[src/hw/sdmcfg_consts.vh]
// Register map, field positions, reset values and command codes of the SDRAM configuration block
`ifndef SDMCFG_CONSTS_VH
`define SDMCFG_CONSTS_VH

// ****************************************
// Register indices and byte addresses
// ****************************************
`define SDMCFG_IDX_MEMORY_CONTROL   12'h06A
`define SDMCFG_IDX_BANK_GEOMETRY    12'h06C
`define SDMCFG_IDX_REFRESH_TIMING   12'h068
`define SDMCFG_ADDR_MEMORY_CONTROL  12'h1A8
`define SDMCFG_ADDR_BANK_GEOMETRY   12'h1B0
`define SDMCFG_ADDR_REFRESH_TIMING  12'h1A0

// ****************************************
// Reset values
// ****************************************
`define SDMCFG_RST_MEMORY_CONTROL   16'h0004
`define SDMCFG_RST_BANK_GEOMETRY    16'h0331
`define SDMCFG_RST_REFRESH_TIMING   16'h0003

// ****************************************
// Field positions and writable masks
// ****************************************
`define SDMCFG_CTL_SELF_REFRESH_BIT 0
`define SDMCFG_CTL_CAS_LO           1
`define SDMCFG_CTL_CAS_HI           2
`define SDMCFG_CTL_MODE_TRIG_BIT    3
`define SDMCFG_CTL_WR_MASK          16'h000F
`define SDMCFG_BANK_WR_MASK         16'h3FFF
`define SDMCFG_TIM_WR_MASK          16'h0007
`define SDMCFG_BANK_CS1_MASK_BIT    13
`define SDMCFG_BANK_WIDTH_BIT       12
`define SDMCFG_BANK_SIZE_LO         8
`define SDMCFG_BANK_SIZE_HI         11
`define SDMCFG_BANK_ROW_LO          5
`define SDMCFG_BANK_ROW_HI          7
`define SDMCFG_BANK_BANKS_LO        3
`define SDMCFG_BANK_BANKS_HI        4
`define SDMCFG_BANK_COL_LO          0
`define SDMCFG_BANK_COL_HI          2

// ****************************************
// Latency codes and SDRAM commands {ras_n, cas_n, we_n}
// ****************************************
`define SDMCFG_CAS_CODE_2CLK        2'h2
`define SDMCFG_CAS_LAT_2            3'h2
`define SDMCFG_CAS_LAT_3            3'h3
`define SDMCFG_CMD_NOP              3'h7
`define SDMCFG_CMD_MODE_LOAD        3'h0
`define SDMCFG_CMD_SELF_REFRESH     3'h1

`endif

[src/hw/sdmcfg_top.v]
// SDRAM mode, self-refresh and geometry configuration with APB register access
`timescale 1ns/1ps
`include "sdmcfg_consts.vh"

module sdmcfg_top
(
  input  wire        pclk,              // System clock, 20 MHz
  input  wire        presetn,           // Asynchronous reset, active low
  input  wire        psel,              // APB select
  input  wire        penable,           // APB access phase
  input  wire        pwrite,            // APB write direction
  input  wire [11:0] paddr,             // APB byte address
  input  wire [31:0] pwdata,            // APB write data
  output reg  [31:0] prdata,            // APB read data
  output wire        pready,            // APB ready, never waits
  output wire        pslverr,           // APB error on unmapped address
  input  wire        banks_idle,        // All banks precharged, no access running
  output reg         sdram_cke,         // SDRAM clock enable
  output reg  [1:0]  sdram_cs_n,        // SDRAM chip selects, active low
  output reg         sdram_ras_n,       // SDRAM row strobe, active low
  output reg         sdram_cas_n,       // SDRAM column strobe, active low
  output reg         sdram_we_n,        // SDRAM write enable, active low
  output reg  [12:0] sdram_addr,        // SDRAM address, carries mode word
  output wire        ctrl_ready,        // Sequencer idle, accesses allowed
  output wire [2:0]  cas_latency,       // Read latency in clocks
  output wire [3:0]  row_addr_bits,     // Row address width
  output wire [3:0]  col_addr_bits,     // Column address width
  output wire [3:0]  bank_count,        // Number of internal banks
  output wire [3:0]  sdram_size_code,   // Size code as programmed
  output wire        data_width_type,   // Data bus width type as programmed
  output wire        cs1_masked,        // Second chip select masked
  output wire        geometry_reserved  // A reserved row or column code is set
);

  // ****************************************
  // States
  // ****************************************
  localparam [1:0] ST_IDLE = 2'h0;
  localparam [1:0] ST_MODE = 2'h1;
  localparam [1:0] ST_SREF = 2'h2;
  localparam [1:0] ST_SREX = 2'h3;

  reg  [15:0] memory_control_reg;
  reg  [15:0] memory_bank_geometry_reg;
  reg  [15:0] refresh_timing_reg;
  reg  [1:0]  state_reg;
  reg  [1:0]  state_next;
  reg  [2:0]  exit_count_reg;

  wire        wr_en;
  wire        rd_setup;
  wire        mapped;
  wire        mode_issue;
  wire        trig_write_one;
  wire        self_refresh_enable;
  wire [1:0]  column_latency_select;
  wire [2:0]  self_refresh_exit_delay;
  wire [2:0]  row_width_select;
  wire [1:0]  bank_count_select;
  wire [2:0]  column_width_select;
  wire [2:0]  exit_clocks;

  // ****************************************
  // Functions
  // ****************************************
  // Reserved latency codes fall back to three clocks
  function [2:0] cas_clocks;
    input [1:0] code;
    begin
      if (code == `SDMCFG_CAS_CODE_2CLK)
        cas_clocks = `SDMCFG_CAS_LAT_2;
      else
        cas_clocks = `SDMCFG_CAS_LAT_3;
    end
  endfunction

  function is_mapped;
    input [11:0] a;
    begin
      is_mapped = (a == `SDMCFG_ADDR_MEMORY_CONTROL) || (a == `SDMCFG_ADDR_BANK_GEOMETRY) ||
                  (a == `SDMCFG_ADDR_REFRESH_TIMING);
    end
  endfunction

  // ****************************************
  // APB slave
  // ****************************************
  assign pready   = 1'b1;
  assign mapped   = is_mapped(paddr);
  assign pslverr  = psel & penable & ~mapped;
  assign wr_en    = psel & penable & pwrite & mapped;
  assign rd_setup = psel & ~penable & ~pwrite;

  always @(posedge pclk or negedge presetn)
  begin
    if (!presetn)
      prdata <= 32'h00000000;
    else if (rd_setup)
    begin
      case (paddr)
        `SDMCFG_ADDR_MEMORY_CONTROL: prdata <= {16'h0000, memory_control_reg};
        `SDMCFG_ADDR_BANK_GEOMETRY:  prdata <= {16'h0000, memory_bank_geometry_reg};
        `SDMCFG_ADDR_REFRESH_TIMING: prdata <= {16'h0000, refresh_timing_reg};
        default:                     prdata <= 32'h00000000;
      endcase
    end
  end

  assign trig_write_one = wr_en && (paddr == `SDMCFG_ADDR_MEMORY_CONTROL) && pwdata[`SDMCFG_CTL_MODE_TRIG_BIT];

  always @(posedge pclk or negedge presetn)
  begin
    if (!presetn)
    begin
      memory_control_reg       <= `SDMCFG_RST_MEMORY_CONTROL;
      memory_bank_geometry_reg <= `SDMCFG_RST_BANK_GEOMETRY;
      refresh_timing_reg       <= `SDMCFG_RST_REFRESH_TIMING;
    end
    else
    begin
      if (wr_en && (paddr == `SDMCFG_ADDR_MEMORY_CONTROL))
        memory_control_reg <= pwdata[15:0] & `SDMCFG_CTL_WR_MASK;
      else if (mode_issue)
        memory_control_reg[`SDMCFG_CTL_MODE_TRIG_BIT] <= 1'b0;
      if (wr_en && (paddr == `SDMCFG_ADDR_BANK_GEOMETRY))
        memory_bank_geometry_reg <= pwdata[15:0] & `SDMCFG_BANK_WR_MASK;
      if (wr_en && (paddr == `SDMCFG_ADDR_REFRESH_TIMING))
        refresh_timing_reg <= pwdata[15:0] & `SDMCFG_TIM_WR_MASK;
    end
  end

  // ****************************************
  // Field decode
  // ****************************************
  assign self_refresh_enable     = memory_control_reg[`SDMCFG_CTL_SELF_REFRESH_BIT];
  assign column_latency_select   = memory_control_reg[`SDMCFG_CTL_CAS_HI:`SDMCFG_CTL_CAS_LO];
  assign self_refresh_exit_delay = refresh_timing_reg[2:0];
  assign row_width_select        = memory_bank_geometry_reg[`SDMCFG_BANK_ROW_HI:`SDMCFG_BANK_ROW_LO];
  assign bank_count_select       = memory_bank_geometry_reg[`SDMCFG_BANK_BANKS_HI:`SDMCFG_BANK_BANKS_LO];
  assign column_width_select     = memory_bank_geometry_reg[`SDMCFG_BANK_COL_HI:`SDMCFG_BANK_COL_LO];
  assign sdram_size_code         = memory_bank_geometry_reg[`SDMCFG_BANK_SIZE_HI:`SDMCFG_BANK_SIZE_LO];
  assign data_width_type         = memory_bank_geometry_reg[`SDMCFG_BANK_WIDTH_BIT];
  assign cs1_masked              = memory_bank_geometry_reg[`SDMCFG_BANK_CS1_MASK_BIT];

  assign cas_latency   = cas_clocks(column_latency_select);
  // row width, reserved codes read as eleven
  assign row_addr_bits = (row_width_select == 3'h1) ? 4'hC : (row_width_select == 3'h2) ? 4'hD : 4'hB;
  assign bank_count    = (4'h1 << bank_count_select);
  // column width, 1xx read as eight
  assign col_addr_bits = column_width_select[2] ? 4'h8 : (4'h8 + {2'h0, column_width_select[1:0]});
  assign geometry_reserved = (row_width_select > 3'h2) | column_width_select[2];

  // ****************************************
  // Command sequencer
  // ****************************************
  // load only with banks idle
  assign mode_issue  = (state_reg == ST_IDLE) && banks_idle && memory_control_reg[`SDMCFG_CTL_MODE_TRIG_BIT];
  assign ctrl_ready  = (state_reg == ST_IDLE) && !mode_issue && !(self_refresh_enable && banks_idle);
  // code gives clocks, zero held to one
  assign exit_clocks = (self_refresh_exit_delay == 3'h0) ? 3'h1 : self_refresh_exit_delay;

  always @*
  begin
    state_next = state_reg;
    case (state_reg)
      ST_IDLE:
      begin
        if (mode_issue)
          state_next = ST_MODE;
        else if (self_refresh_enable && banks_idle)
          state_next = ST_SREF;
      end
      ST_MODE: state_next = ST_IDLE;
      ST_SREF:
      begin
        if (!self_refresh_enable)
          state_next = ST_SREX;
      end
      ST_SREX:
      begin
        if (exit_count_reg <= 3'h1)
          state_next = ST_IDLE;
      end
      default: state_next = ST_IDLE;
    endcase
  end

  always @(posedge pclk or negedge presetn)
  begin
    if (!presetn)
    begin
      state_reg      <= ST_IDLE;
      exit_count_reg <= 3'h0;
    end
    else
    begin
      state_reg <= state_next;
      if (state_reg == ST_SREF)
        exit_count_reg <= exit_clocks;
      else if (exit_count_reg != 3'h0)
        exit_count_reg <= exit_count_reg - 3'h1;
    end
  end

  // Registered pins, one command cycle per transition
  always @(posedge pclk or negedge presetn)
  begin
    if (!presetn)
    begin
      sdram_cke   <= 1'b1;
      sdram_cs_n  <= 2'h3;
      sdram_ras_n <= 1'b1;
      sdram_cas_n <= 1'b1;
      sdram_we_n  <= 1'b1;
      sdram_addr  <= 13'h0000;
    end
    else
    begin
      sdram_cs_n                                 <= 2'h3;
      {sdram_ras_n, sdram_cas_n, sdram_we_n}     <= `SDMCFG_CMD_NOP;
      sdram_addr                                 <= 13'h0000;
      if (state_reg == ST_IDLE && state_next == ST_MODE)
      begin
        sdram_cs_n                             <= {cs1_masked, 1'b0};
        {sdram_ras_n, sdram_cas_n, sdram_we_n} <= `SDMCFG_CMD_MODE_LOAD;
        // latency in A6-A4, burst of one
        sdram_addr                             <= {6'h00, cas_latency, 4'h0};
      end
      else if (state_reg == ST_IDLE && state_next == ST_SREF)
      begin
        sdram_cs_n                             <= {cs1_masked, 1'b0};
        {sdram_ras_n, sdram_cas_n, sdram_we_n} <= `SDMCFG_CMD_SELF_REFRESH;
        sdram_cke                              <= 1'b0;
      end
      else if (state_reg == ST_SREF && state_next == ST_SREX)
        sdram_cke <= 1'b1;
    end
  end

endmodule

[config.mk]
export PLATFORM = sky130hd
export DESIGN_NAME = sdmcfg_top
export DESIGN_NICKNAME = d
export VERILOG_FILES = /design/src/hw/sdmcfg_top.v
export VERILOG_INCLUDE_DIRS = /design/src /design/src/hw
export SDC_FILE = /design/constraint.sdc
export NUM_CORES = 1
export LEC_CHECK = 0
export CAP_MARGIN = 15
export CORE_MARGIN = 5
export CORE_UTILIZATION = 60
export CTS_CLUSTER_SIZE = 16
export DETAILED_ROUTE_END_ITERATION = 8
export DONT_BUFFER_PORTS = 1
export PLACE_DENSITY_LB_ADDON = 0.05
export SYNTH_ARGS = -nofsm -noshare
export SYNTH_HDL_FRONTEND = slang
export SYNTH_SLANG_ARGS = --single-unit
export TNS_END_PERCENT = 5
[constraint.sdc]
create_clock -name pclk -period 1.6 [get_ports pclk]
set_input_delay 0.08 -clock pclk [delete_from_list [all_inputs] [get_ports pclk]]
set_output_delay 0.08 -clock pclk [all_outputs]
set_load 0.01 [all_outputs]
**Yosys cells after proc, flatten, opt, wreduce, memory -nomap -nowiden**

Cells that the tools add are included.

- Bits of input ports: 50
- Word-level logic and storage cells: 85
- Register bits: 69

- Reduce and logical (&&, ||, !) cells: 22
- Shifts and indexed selects: 1
- Muxes and demuxes: 23
- Equality and inequality tests: 12
- $add $sub $neg: 2
- Magnitude comparators: 2
- Bitwise operators: 11

Operator list:

| cell | number |
|---|---|
| $pmux W14 S3 | 1 |
| $eq A12 B9 Y1 const B | 3 |
| $mux W3 | 5 |
| $mux W2 | 6 |
| $logic_and A1 B1 Y1 | 11 |
| $eq A2 B2 Y1 const B | 5 |
| $mux W1 | 8 |
| $pmux W2 S4 | 1 |
| $and A1 B1 Y1 | 6 |
| $mux W6 | 1 |
| $reduce_bool A2 Y1 | 3 |
| $add A4 B2 Y4 const A | 1 |
| $eq A2 B1 Y1 const B | 2 |
| $mux W4 | 1 |
| $not A1 Y1 | 4 |
| $shl A1 B2 Y4 const A | 1 |
| $eq A3 B1 Y1 const B | 1 |
| $eq A3 B2 Y1 const B | 1 |
| $gt A3 B2 Y1 const B | 1 |
| $le A3 B1 Y1 const B | 1 |
| $logic_not A3 Y1 | 1 |
| $reduce_bool A3 Y1 | 1 |
| $sub A3 B1 Y3 const B | 1 |
| $logic_not A1 Y1 | 2 |
| 4 further kinds | 5 |

**Logic depth before layout (Yosys ltp)**

Gate-level depths: netlist of run 1.

- Depth in word-level cells: 9
- Gate-level depth with buffers: 5
- Mapped depth without buffers: 5

**Least setup slack after synthesis of run 1**

Ideal clock, no wire load.

- Path kind: in2reg
- From: in paddr[11]
- To: reg memory_bank_geometry_reg[10]
- Cell stages on the path: 4
- Buffers on the path: 1
- Setup time: 125 ps
- Setup slack: -112 ps
- Arrival time: 1,587 ps
- Cell sequence: or4b_4 nor4_4 buf_6 mux2_2

- Cells in the longest elaborated chain, start to end: 5
- Elaborated cells between the ends (all ways): 7
- Those cells by class: eq/ne: 3; bitwise: 1; reduce/logical: 3

RTL lines:

| item | RTL line | source |
|---|---|---|
| start: declaration | sdmcfg_top.v:12 | `input wire [11:0] paddr,` |
| $eq A12 B9 Y1 | n/a |  |
| $logic_or A1 B1 Y1 (2 in a row) | sdmcfg_top.v:80 | `` is_mapped = (a == `SDMCFG_ADDR_MEMORY_CONTROL) \|\| (a == `SDMCFG_ADDR_BANK_GEOMETRY) \|\| `` |
| $and A1 B1 Y1 | sdmcfg_top.v:91 | `assign wr_en = psel & penable & pwrite & mapped;` |
| $logic_and A1 B1 Y1 * | sdmcfg_top.v:125 | `` if (wr_en && (paddr == `SDMCFG_ADDR_BANK_GEOMETRY)) `` |
| end signal: assignment | sdmcfg_top.v:116 | `` memory_bank_geometry_reg <= `SDMCFG_RST_BANK_GEOMETRY; `` |
| end signal: assignment | sdmcfg_top.v:126 | `` memory_bank_geometry_reg <= pwdata[15:0] & `SDMCFG_BANK_WR_MASK; `` |
| end: declaration | sdmcfg_top.v:44 | `reg [15:0] memory_bank_geometry_reg;` |

Mark *: on every way between the ends. The rest lies on a longest branch, timed or not.
A chain may end at the register's enable or synchronous reset.

**Worst setup path after layout of run 1**

- From: reg memory_bank_geometry_reg[5]
- To: out row_addr_bits[0]

- Cells in the longest elaborated chain, start to end: 2

RTL lines:

| item | RTL line | source |
|---|---|---|
| $eq A3 B1 Y1 | sdmcfg_top.v:147 | `assign row_addr_bits = (row_width_select == 3'h1) ? 4'hC : (row_width_select == 3'h2) ? 4'hD : 4'hB;` |
| $mux W3 | sdmcfg_top.v:147 |  |
| end: declaration | sdmcfg_top.v:26 | `output wire [3:0] row_addr_bits,` |

No other way between the ends.

==> results.txt, run 1 <==
# DRC = 0
Clock-pin slew on the worst setup and hold paths = 0.09 ns
Clk Tree Root Cell = clkbuf_8
Clk sink count = 46
Most frequent cells in the layout = 35 x conb_1, 34 x dfrtp_1, 16 x mux2_2
Worst-path cell chain = or3b_2
Number of routed nets with antenna violations = 0
Post-detail-place hpwl = 3930 um
Minimum clock period = 1.46 ns
Sequential power share = 0.505
Pre-CTS setup slack = -0.0620 ns
Nets@finish = 283
Final cell count without fillers = 281
Worst path slowest cell = dfstp_2
Final setup viols = 0
Final setup margin = 0.140 ns
IO buf count = 0
Core region area = 4000 sq um
Initial DRC count = 66
Least-Margin Pin Slew = 0.548 ns
Post-route clock period utilization = 0.913
Combinational share of power = 0.158
Placer congestion estimate = 0.741
Worst Skew = 0.00490 ns
Routed WL = 5400 um
Syn Area/Cell = 11.6 sq um
Placed insts = 257
Switching power = 0.000640 W
GRT Total Usage = 0.207
Pwr/cell area = 931 nW/um^2
Vias in the first global route = 1696
Total CTS buffers = 5
Overflow after GRT = 0
Biggest area consumer among synthesized cells = dfrtp_1
Met1 Track Usage GR = 0.256
Starting density of the core = 0.621
Clock Tree Buf Depth = 2
Worst setup EP type = output port
Slew HR = 0.625
P&R area growth vs syn = 8.76%
Async SR Flop Fraction = 1.00
Post-DR wirelength/cell = 19.2 um
WP data arrival = 1.38 ns
Outcome = finished, final reports clean
Seq cells post-synth = 46
Fin Setup TNS = 0 ns
Internal = 0.00188 W
Most Crowded Layer GR = met2
Top post-synthesis cells by area = dfrtp_1 34%, dfstp_2 13%, buf_4 12%
Initial antenna violation count = 0
Total buffers and inverters traversed by the critical path = 0
Postcts setup bufs = 0
Ys Warns = 0
Via count = 1608
Min-Delay Startpoint = paddr[4]
Clock Power Share = 0.337
R2r setup slk = 0.29 ns
Die X-Extent = 74.4 um
Post-synth EDFFs = 0
Post-Syn Area = 2480 sq um
Die Y = 74.4 um
CP startpoint kind = flop
Crit Path Max Fanout = 5
Yosys top cell area share = 0.342
Hold Crit Class = input port to flop
# diodes = 0
Post-synthesis sequential area ratio = 0.469
CP max stage delay = 0.59 ns
Vias/cell = 5.72
H-tree depth = 2
First-pass GRT wire length = 8520 um
Achievable Freq = 685 MHz
Fin util = 0.676
CP required = 1.52 ns
Hold endpoint = prdata[3]
Grt met2 use = 0.346
Die ar. = 5530 sq um
Yosys cell types = 45
Max VDD drop = 0.000536 V
Worst Setup Path Type = flop to output port
R2r worst-path depth = 5
Top_reg_cell synth = dfrtp_1
Crit path from = memory_bank_geometry_reg[5]
Final Max Slew Viols = 0
Largest net degree at the start of global routing = 47
Hold path depth = 2
Top delay family on crit path = flip-flops
Hold Fails Final Rpt = 0
Clock latency at the later pin of the worst-skew pair = 0.30 ns
Grt met3 use = 0.0743
First-pass DRT Iterations = 4
Gate count after technology mapping = 214
Switch share = 0.255
I/O pins = 126
Cell row count = 23
R2R Path End = exit_count_reg[1]
Layout cells sized above 1 = 0.268
Unrepaired setup endpoints after global routing = false
Commonest non-fill, non-tap cell in the layout = conb_1
CTS tree = built
Max-cap violations = 0
R2R Path Start = exit_count_reg[1]
Leakage = 1.27 nW
==> cells by family after synthesis <==
group,synth area share
buffers and inverters,0.145
xor gates and xnor gates,0.00705
AOI/OAI and AO/OA,0.0921
and+or+nand+nor,0.148
other,0.00302
adders and majority gates,0.0151
muxes,0.120
DFF,0.469
==> power groups by stage <==
| stage | Sequential, W | Clock [W] | Combinational, W |
|---|---|---|---|
| 2_1_floorplan | 0.00128 | 0 | 0.000351 |
| 3_3_place_gp | 0.00128 | 0 | 0.000308 |
| 3_5_place_dp | 0.00129 | 0 | 0.000333 |
| 4_1_cts | 0.00127 | 0.000866 | 0.000398 |
| 5_1_grt | 0.00128 | 0.000928 | 0.000443 |
| 6_report | 0.00127 | 0.000849 | 0.000397 |
==> layout make-up <==
| type | instances | area [sq um] |
|---|---|---|
| well taps | 50 | 62.6 |
| repair buffers | 22 | 223 |
| fillers | 315 | 1300 |
| clock buffers | 6 | 72.6 |
| clock inverters | 2 | 37.5 |
| inverters | 7 | 26.3 |
| flip-flops and latches | 46 | 1170 |
| multi-input cells | 148 | 1110 |
==> metrics by stage <==
| stage | power [W] | cell area, sq um | hold slack, ns |
|---|---|---|---|
| after floorplan | 0.00163 | 2640 | -0.216 |
| after global placement | 0.00159 | 2410 | -0.215 |
| after detailed placement | 0.00163 | 2410 | -0.215 |
| after CTS | 0.00254 | 2700 | 0.0222 |
| after global routing | 0.00265 | 2700 | 0.0250 |
| final | 0.00252 | 2700 | 0.0239 |
==> Yosys cell counts, drive strengths merged, types with 5 or more instances <==
master,number
a32o,10
buf,42
dfrtp,34
dfstp,12
inv,7
mux2,23
nand2,5
nor2,8
nor2b,7
nor3,5
o21ai,5
==> how the worst max path moves through the flow <==
stage | slack (ns) | to | cells after the start
6_report | 0.14 | row_addr_bits[0] | 1
4_1_cts | 0.07 | row_addr_bits[1] | 3
3_3_place_gp | -0.02 | memory_control_reg[0] | 3
3_5_place_dp | -0.06 | memory_control_reg[1] | 3
2_1_floorplan | -0.05 | memory_bank_geometry_reg[10] | 4
5_1_grt | 0.03 | row_addr_bits[1] | 3
==> per-layer routing <==
| layer | share of wire | vias up | wire length [um] |
|---|---|---|---|
| li1 | - | 720 | - |
| met5 | 0 | - | 0 |
| met2 | 0.48 | 92 | 2600 |
| met4 | 0.010 | 0 | 56 |
| met1 | 0.40 | 790 | 2170 |
| met3 | 0.11 | 6 | 581 |
==> repair_timing <==
action / 4_1_cts / 5_1_grt
hold buffers: 16 / 0
resized for setup: 0 / 1
hold endpoints to repair: 67 / 0
setup endpoints to repair: 0 / 1
Note: power is estimated with default switching activity, not from simulation.
==> inputs of run 2 (changes only) <==
--- a/config.mk
+++ b/config.mk
@@ -9,6 +9,7 @@
 export CAP_MARGIN = 15
 export CORE_MARGIN = 5
 export CORE_UTILIZATION = 60
+export CTS_BUF_LIST = sky130_fd_sc_hd__clkbuf_8
 export CTS_CLUSTER_SIZE = 16
 export DETAILED_ROUTE_END_ITERATION = 8
 export DONT_BUFFER_PORTS = 1
==> run 2 against run 1 <==
Net effect: total power is 0.15% lower; sequential share of layout area stayed put; final cell count stayed put; global-route usage stayed put; sequential power hardly changed; critical path type unchanged; largest power group unchanged; highest routed layer unchanged.
==> results.txt, run 2 (synthesis results as in run 1) <==
Vias in the first global route = 1700 (+0.24%)
Cell row count = 23 (unchanged)
Total buffers and inverters traversed by the critical path = 0 (unchanged)
Minimum clock period = 1.46 ns (+0.000372 ns)
Most frequent cells in the layout = 35 x conb_1, 34 x dfrtp_1, 16 x mux2_2
H-tree depth = 2 (unchanged)
Dpl cell area = 2410 sq um (unchanged)
Least-Margin Pin Slew = 0.548 ns (unchanged)
Achievable Freq = 685 MHz (about the same)
Layout cells sized above 1 = 0.268 (unchanged)
Die Y = 74.4 um (unchanged)
Hold endpoint = prdata[3]
Core region area = 4000 sq um (unchanged)
Number of routed nets with antenna violations = 0 (unchanged)
CP max stage delay = 0.59 ns (about the same)
Unrepaired setup endpoints after global routing = false
Post-DR wirelength/cell = 19.2 um (-0.17%)
Overflow after GRT = 0 (unchanged)
Initial antenna violation count = 0 (unchanged)
Final setup viols = 0 (unchanged)
Max VDD drop = 0.000536 V (about the same)
Slew HR = 0.625 (unchanged)
# DRC = 0 (unchanged)
CP startpoint kind = flop
Die X-Extent = 74.4 um (unchanged)
Total CTS buffers = 5 (unchanged)
R2R Path Start = exit_count_reg[1]
Crit Path Max Fanout = 5 (unchanged)
Hold Crit Class = input port to flop
Worst Skew = 0.00432 ns (-0.000572 ns)
R2R Path End = exit_count_reg[1]
# diodes = 0 (unchanged)
IO buf count = 0 (unchanged)
R2r worst-path depth = 5 (unchanged)
First-pass GRT wire length = 8520 um (unchanged)
Placer congestion estimate = 0.741 (unchanged)
Clk sink count = 46 (unchanged)
Max-cap violations = 0 (unchanged)
Via count = 1600 (-0.50%)
Pwr/cell area = 930 nW/um^2 (-0.15%)
FILL cells = 315 (unchanged)
Overall power = 0.00251 W (-0.15%)
Clock latency at the later pin of the worst-skew pair = 0.29 ns (about the same)
I/O pins = 126 (unchanged)
Starting density of the core = 0.621 (unchanged)
Hold path depth = 2 (unchanged)
Multi-input gate area = 1110 sq um (unchanged)
Initial DRC count = 54 (-18%)
Nets@finish = 283 (unchanged)
Largest net degree at the start of global routing = 47 (unchanged)
Commonest non-fill, non-tap cell in the layout = conb_1
Post-detail-place hpwl = 3930 um (unchanged)
Min-Delay Startpoint = paddr[4]
Routed WL = 5390 um (-0.17%)
Worst path slowest cell = dfstp_2
First-pass DRT Iterations = 4 (unchanged)
Worst-path cell chain = or3b_2
R2r setup slk = 0.29 ns (about the same)
P&R area growth vs syn = 8.76% (unchanged)
Worst Setup Path Type = flop to output port
Clock Tree Buf Depth = 2 (unchanged)
Design area = 2700 sq um (unchanged)
Leakage = 1.27 nW (+0.33%)
Final Max Slew Viols = 0 (unchanged)
Worst setup EP type = output port
Outcome = finished, final reports clean
Register area = 1170 sq um (unchanged)
CTS tree = built
Die ar. = 5530 sq um (unchanged)
Fin Setup TNS = 0 ns (unchanged)
Clock-pin slew on the worst setup and hold paths = 0.09 ns (about the same)
CP required = 1.52 ns (about the same)
Hold Fails Final Rpt = 0 (unchanged)
Top delay family on crit path = flip-flops
GRT Total Usage = 0.207 (unchanged)
Clk Tree Root Cell = clkbuf_8
WP data arrival = 1.38 ns (about the same)
Vias/cell = 5.69 (-0.50%)
Post-route clock period utilization = 0.913 (about the same)
-- run 2: timing repair --
item,in CTS,in global routing
endpoints found under the hold margin,67,0
buffers inserted,0,0
gates resized for setup,0,1
setup endpoints to repair,0,1
hold buffers,16,0
-- run 2: metrics by stage --
step                      hold WS [ns]  setup WS [ns]   util  instances
after floorplan                 -0.216        -0.0468      -        247
after CTS                       0.0222         0.0678  0.675        281
final                           0.0238          0.139  0.676        281
after global routing            0.0250         0.0311  0.676        281
after detailed placement        -0.215        -0.0620  0.603        257
after global placement          -0.215        -0.0237  0.603        257
-- run 2: cell type report --
| cell class | count | share of cell area |
|---|---|---|
| Multi-Input combinational cell | 148 | 0.413 |
| Timing Repair Buffer | 22 | 0.0824 |
| Clock inverter | 3 | 0.0153 |
| Sequential cell | 46 | 0.431 |
| Inverter | 7 | 0.00972 |
| Clock buffer | 5 | 0.0255 |
| Tap cell | 50 | 0.0231 |
-- run 2: how the worst max path moves through the flow --
stage                                     start                      endpoint  slack [ns]  cells past startpoint
floorplan                              paddr[1]  memory_bank_geometry_reg[10]       -0.05                      4
global route        memory_bank_geometry_reg[5]              row_addr_bits[1]        0.03                      3
global placement                      paddr[11]         memory_control_reg[0]       -0.02                      3
detailed placement                    paddr[11]         memory_control_reg[1]       -0.06                      3
finish              memory_bank_geometry_reg[5]              row_addr_bits[0]        0.14                      1
CTS                 memory_bank_geometry_reg[5]              row_addr_bits[1]        0.07                      3
-- run 2: power by group --
group          switching, W  total, W  internal, W
logic              0.000205  0.000397     0.000192
clock network      0.000386  0.000845     0.000460
registers         0.0000523   0.00127      0.00122
-- run 2: routing by layer --
layer,global-route usage,part of all wire,wire length [um]
met2,0.346,0.48,2610
met1,0.256,0.40,2150
met4,0.0553,0.010,56
met3,0.0743,0.11,578
met5,0,0,0
==> inputs of run 3 (changes only) <==
--- a/config.mk
+++ b/config.mk
@@ -13,6 +13,7 @@
 export CTS_CLUSTER_SIZE = 16
 export DETAILED_ROUTE_END_ITERATION = 8
 export DONT_BUFFER_PORTS = 1
+export GPL_TIMING_DRIVEN = 0
 export PLACE_DENSITY_LB_ADDON = 0.05
 export SYNTH_ARGS = -nofsm -noshare
 export SYNTH_HDL_FRONTEND = slang
==> run 3 against run 2 <==
Net effect: non-clock buffer count rose by 40; via count is 6.1% higher; sequential cell count unchanged; critical path type is now input port to flop; largest cell class unchanged; highest routed layer unchanged.
==> results.txt, run 3 (synthesis results as in run 1) <==
First-pass GRT wire length = 8020 um (-5.9%)
Routed WL = 5170 um (-4.0%)
Die X-Extent = 74.4 um (unchanged)
R2R Path Start = exit_count_reg[0]
H-tree depth = 2 (unchanged)
Final setup margin = 0.0997 ns (-0.0395 ns)
# DRC = 0 (unchanged)
Outcome = finished, final reports clean
Slew HR = 0.331 (-0.294)
Min-Delay Startpoint = paddr[4]
Pre-CTS setup slack = -0.177 ns (-0.115 ns)
Overflow after GRT = 0 (unchanged)
Number of routed nets with antenna violations = 0 (unchanged)
Max-cap violations = 0 (unchanged)
Worst setup EP type = flop
Worst Setup Path Type = input port to flop
R2r setup slk = 0.29 ns (about the same)
Final Max Slew Viols = 0 (unchanged)
Pwr/cell area = 855 nW/um^2 (-8.1%)
Starting density of the core = 0.621 (unchanged)
Clk Tree Root Cell = clkbuf_8
Commonest non-fill, non-tap cell in the layout = buf_4
Dpl cell area = 2700 sq um (+12%)
Nets@finish = 323 (+14%)
Clk sink count = 46 (unchanged)
Initial DRC count = 88 (+63%)
CP required = 1.83 ns (+0.31 ns)
Die Y = 74.4 um (unchanged)
Hold endpoint = prdata[3]
Crit Path Max Fanout = 10 (+5)
I/O pins = 126 (unchanged)
Overall power = 0.00255 W (+1.7%)
Core region area = 4000 sq um (unchanged)
Design area = 2990 sq um (+11%)
Hold path depth = 2 (unchanged)
Hold Fails Final Rpt = 0 (unchanged)
CTS tree = built
Least-Margin Pin Slew = 0.995 ns (+0.447 ns)
Hold Crit Class = input port to flop
Clock Tree Buf Depth = 2 (unchanged)
Initial antenna violation count = 0 (unchanged)
Unrepaired setup endpoints after global routing = false
WP data arrival = 1.73 ns (+0.35 ns)
Achievable Freq = 667 MHz (-2.6%)
IO buf count = 0 (unchanged)
Post-route clock period utilization = 0.938 (+0.0247)
P&R area growth vs syn = 20.3%
FILL cells = 272 (-14%)
GRT Total Usage = 0.193 (-0.0144)
Post-DR wirelength/cell = 16.1 um (-16%)
Clock-pin slew on the worst setup and hold paths = 0.08 ns (about the same)
Via count = 1698 (+6.1%)
Total CTS buffers = 5 (unchanged)
Vias in the first global route = 1724 (+1.4%)
Layout cells sized above 1 = 0.358 (+0.0895)
Vias/cell = 5.29 (-7.1%)
Cell row count = 23 (unchanged)
R2R Path End = exit_count_reg[1]
Fin Setup TNS = 0 ns (unchanged)
First-pass DRT Iterations = 4 (unchanged)
CP startpoint kind = input port
Leakage = 1.47 nW (+16%)
Die ar. = 5530 sq um (unchanged)
# diodes = 0 (unchanged)
R2r worst-path depth = 5 (unchanged)
Max VDD drop = 0.000574 V (+7.1%)
Minimum clock period = 1.50 ns (+0.0395 ns)
Post-detail-place hpwl = 3910 um (-0.57%)
Worst Skew = 0.00951 ns (+0.00518 ns)
Most frequent cells in the layout = 41 x buf_4, 35 x conb_1, 34 x dfrtp_1
Largest net degree at the start of global routing = 47 (unchanged)
Placer congestion estimate = 0.746 (+0.63%)
Clock latency at the later pin of the worst-skew pair = 0.29 ns (about the same)
Final setup viols = 0 (unchanged)
Postcts setup bufs = 0 (unchanged)
Crit path from = paddr[11]
## run 3: changes by cell type in the layout (fill, tap and decap cells not counted), sizes merged
cell / delta
buf: +36
clkbuf: +4
clkinvlp: -1
inv: +1
## run 3: how the worst max path moves through the flow
| stage | end | slack [ns] | cells past startpoint |
|---|---|---|---|
| 3_5_place_dp | memory_bank_geometry_reg[2] | -0.18 | 4 |
| 4_1_cts | row_addr_bits[1] | 0.08 | 3 |
| 6_report | prdata[4] | 0.1 | 3 |
| 3_3_place_gp | memory_bank_geometry_reg[1] | -0.16 | 4 |
| 5_1_grt | prdata[13] | 0.05 | 3 |
| 2_1_floorplan | memory_bank_geometry_reg[10] | -0.05 | 4 |
## run 3: routing by layer
metal / global-route usage / part of all wire
met1: 0.239 / 0.38
met2: 0.307 / 0.47
met3: 0.0770 / 0.13
met4: 0.0692 / 0.013
met5: 0 / 0
## run 3: cell type report
cell class | count | area, sq um | share of cell area
Sequential cell | 46 | 1170 | 0.390
Multi-Input combinational cell | 148 | 1120 | 0.373
Buffer | 46 | 334 | 0.112
Timing Repair Buffer | 16 | 178 | 0.0594
Clock buffer | 5 | 68.8 | 0.0230
Tap cell | 50 | 62.6 | 0.0209
Clock inverter | 3 | 37.5 | 0.0126
Inverter | 7 | 26.3 | 0.00879
## run 3: worst max-delay path: stages
cell,delay (ns)
or4b_4,0.58
nor4_2,0.76
a32o_1,0.30
## run 3: power breakdown
part | internal [W] | switching [W]
combinational | 0.000248 | 0.000222
clock | 0.000455 | 0.000366
sequential | 0.00122 | 0.0000464
total | 0.00192 | 0.000634
## run 3: through the flow
step                hold WS, ns  utilization  instances
finish                   0.0408        0.747        321
global placement         -0.215        0.675        297
detailed placement       -0.214        0.675        297
CTS                      0.0288        0.746        321
floorplan                -0.216            -        247
global route             0.0321        0.747        321
## run 3: repair_timing
item	in CTS	in global routing
gates resized for setup	0	2
hold endpoints to repair	67	0
endpoints found under the setup margin	0	2
hold buffers	16	0
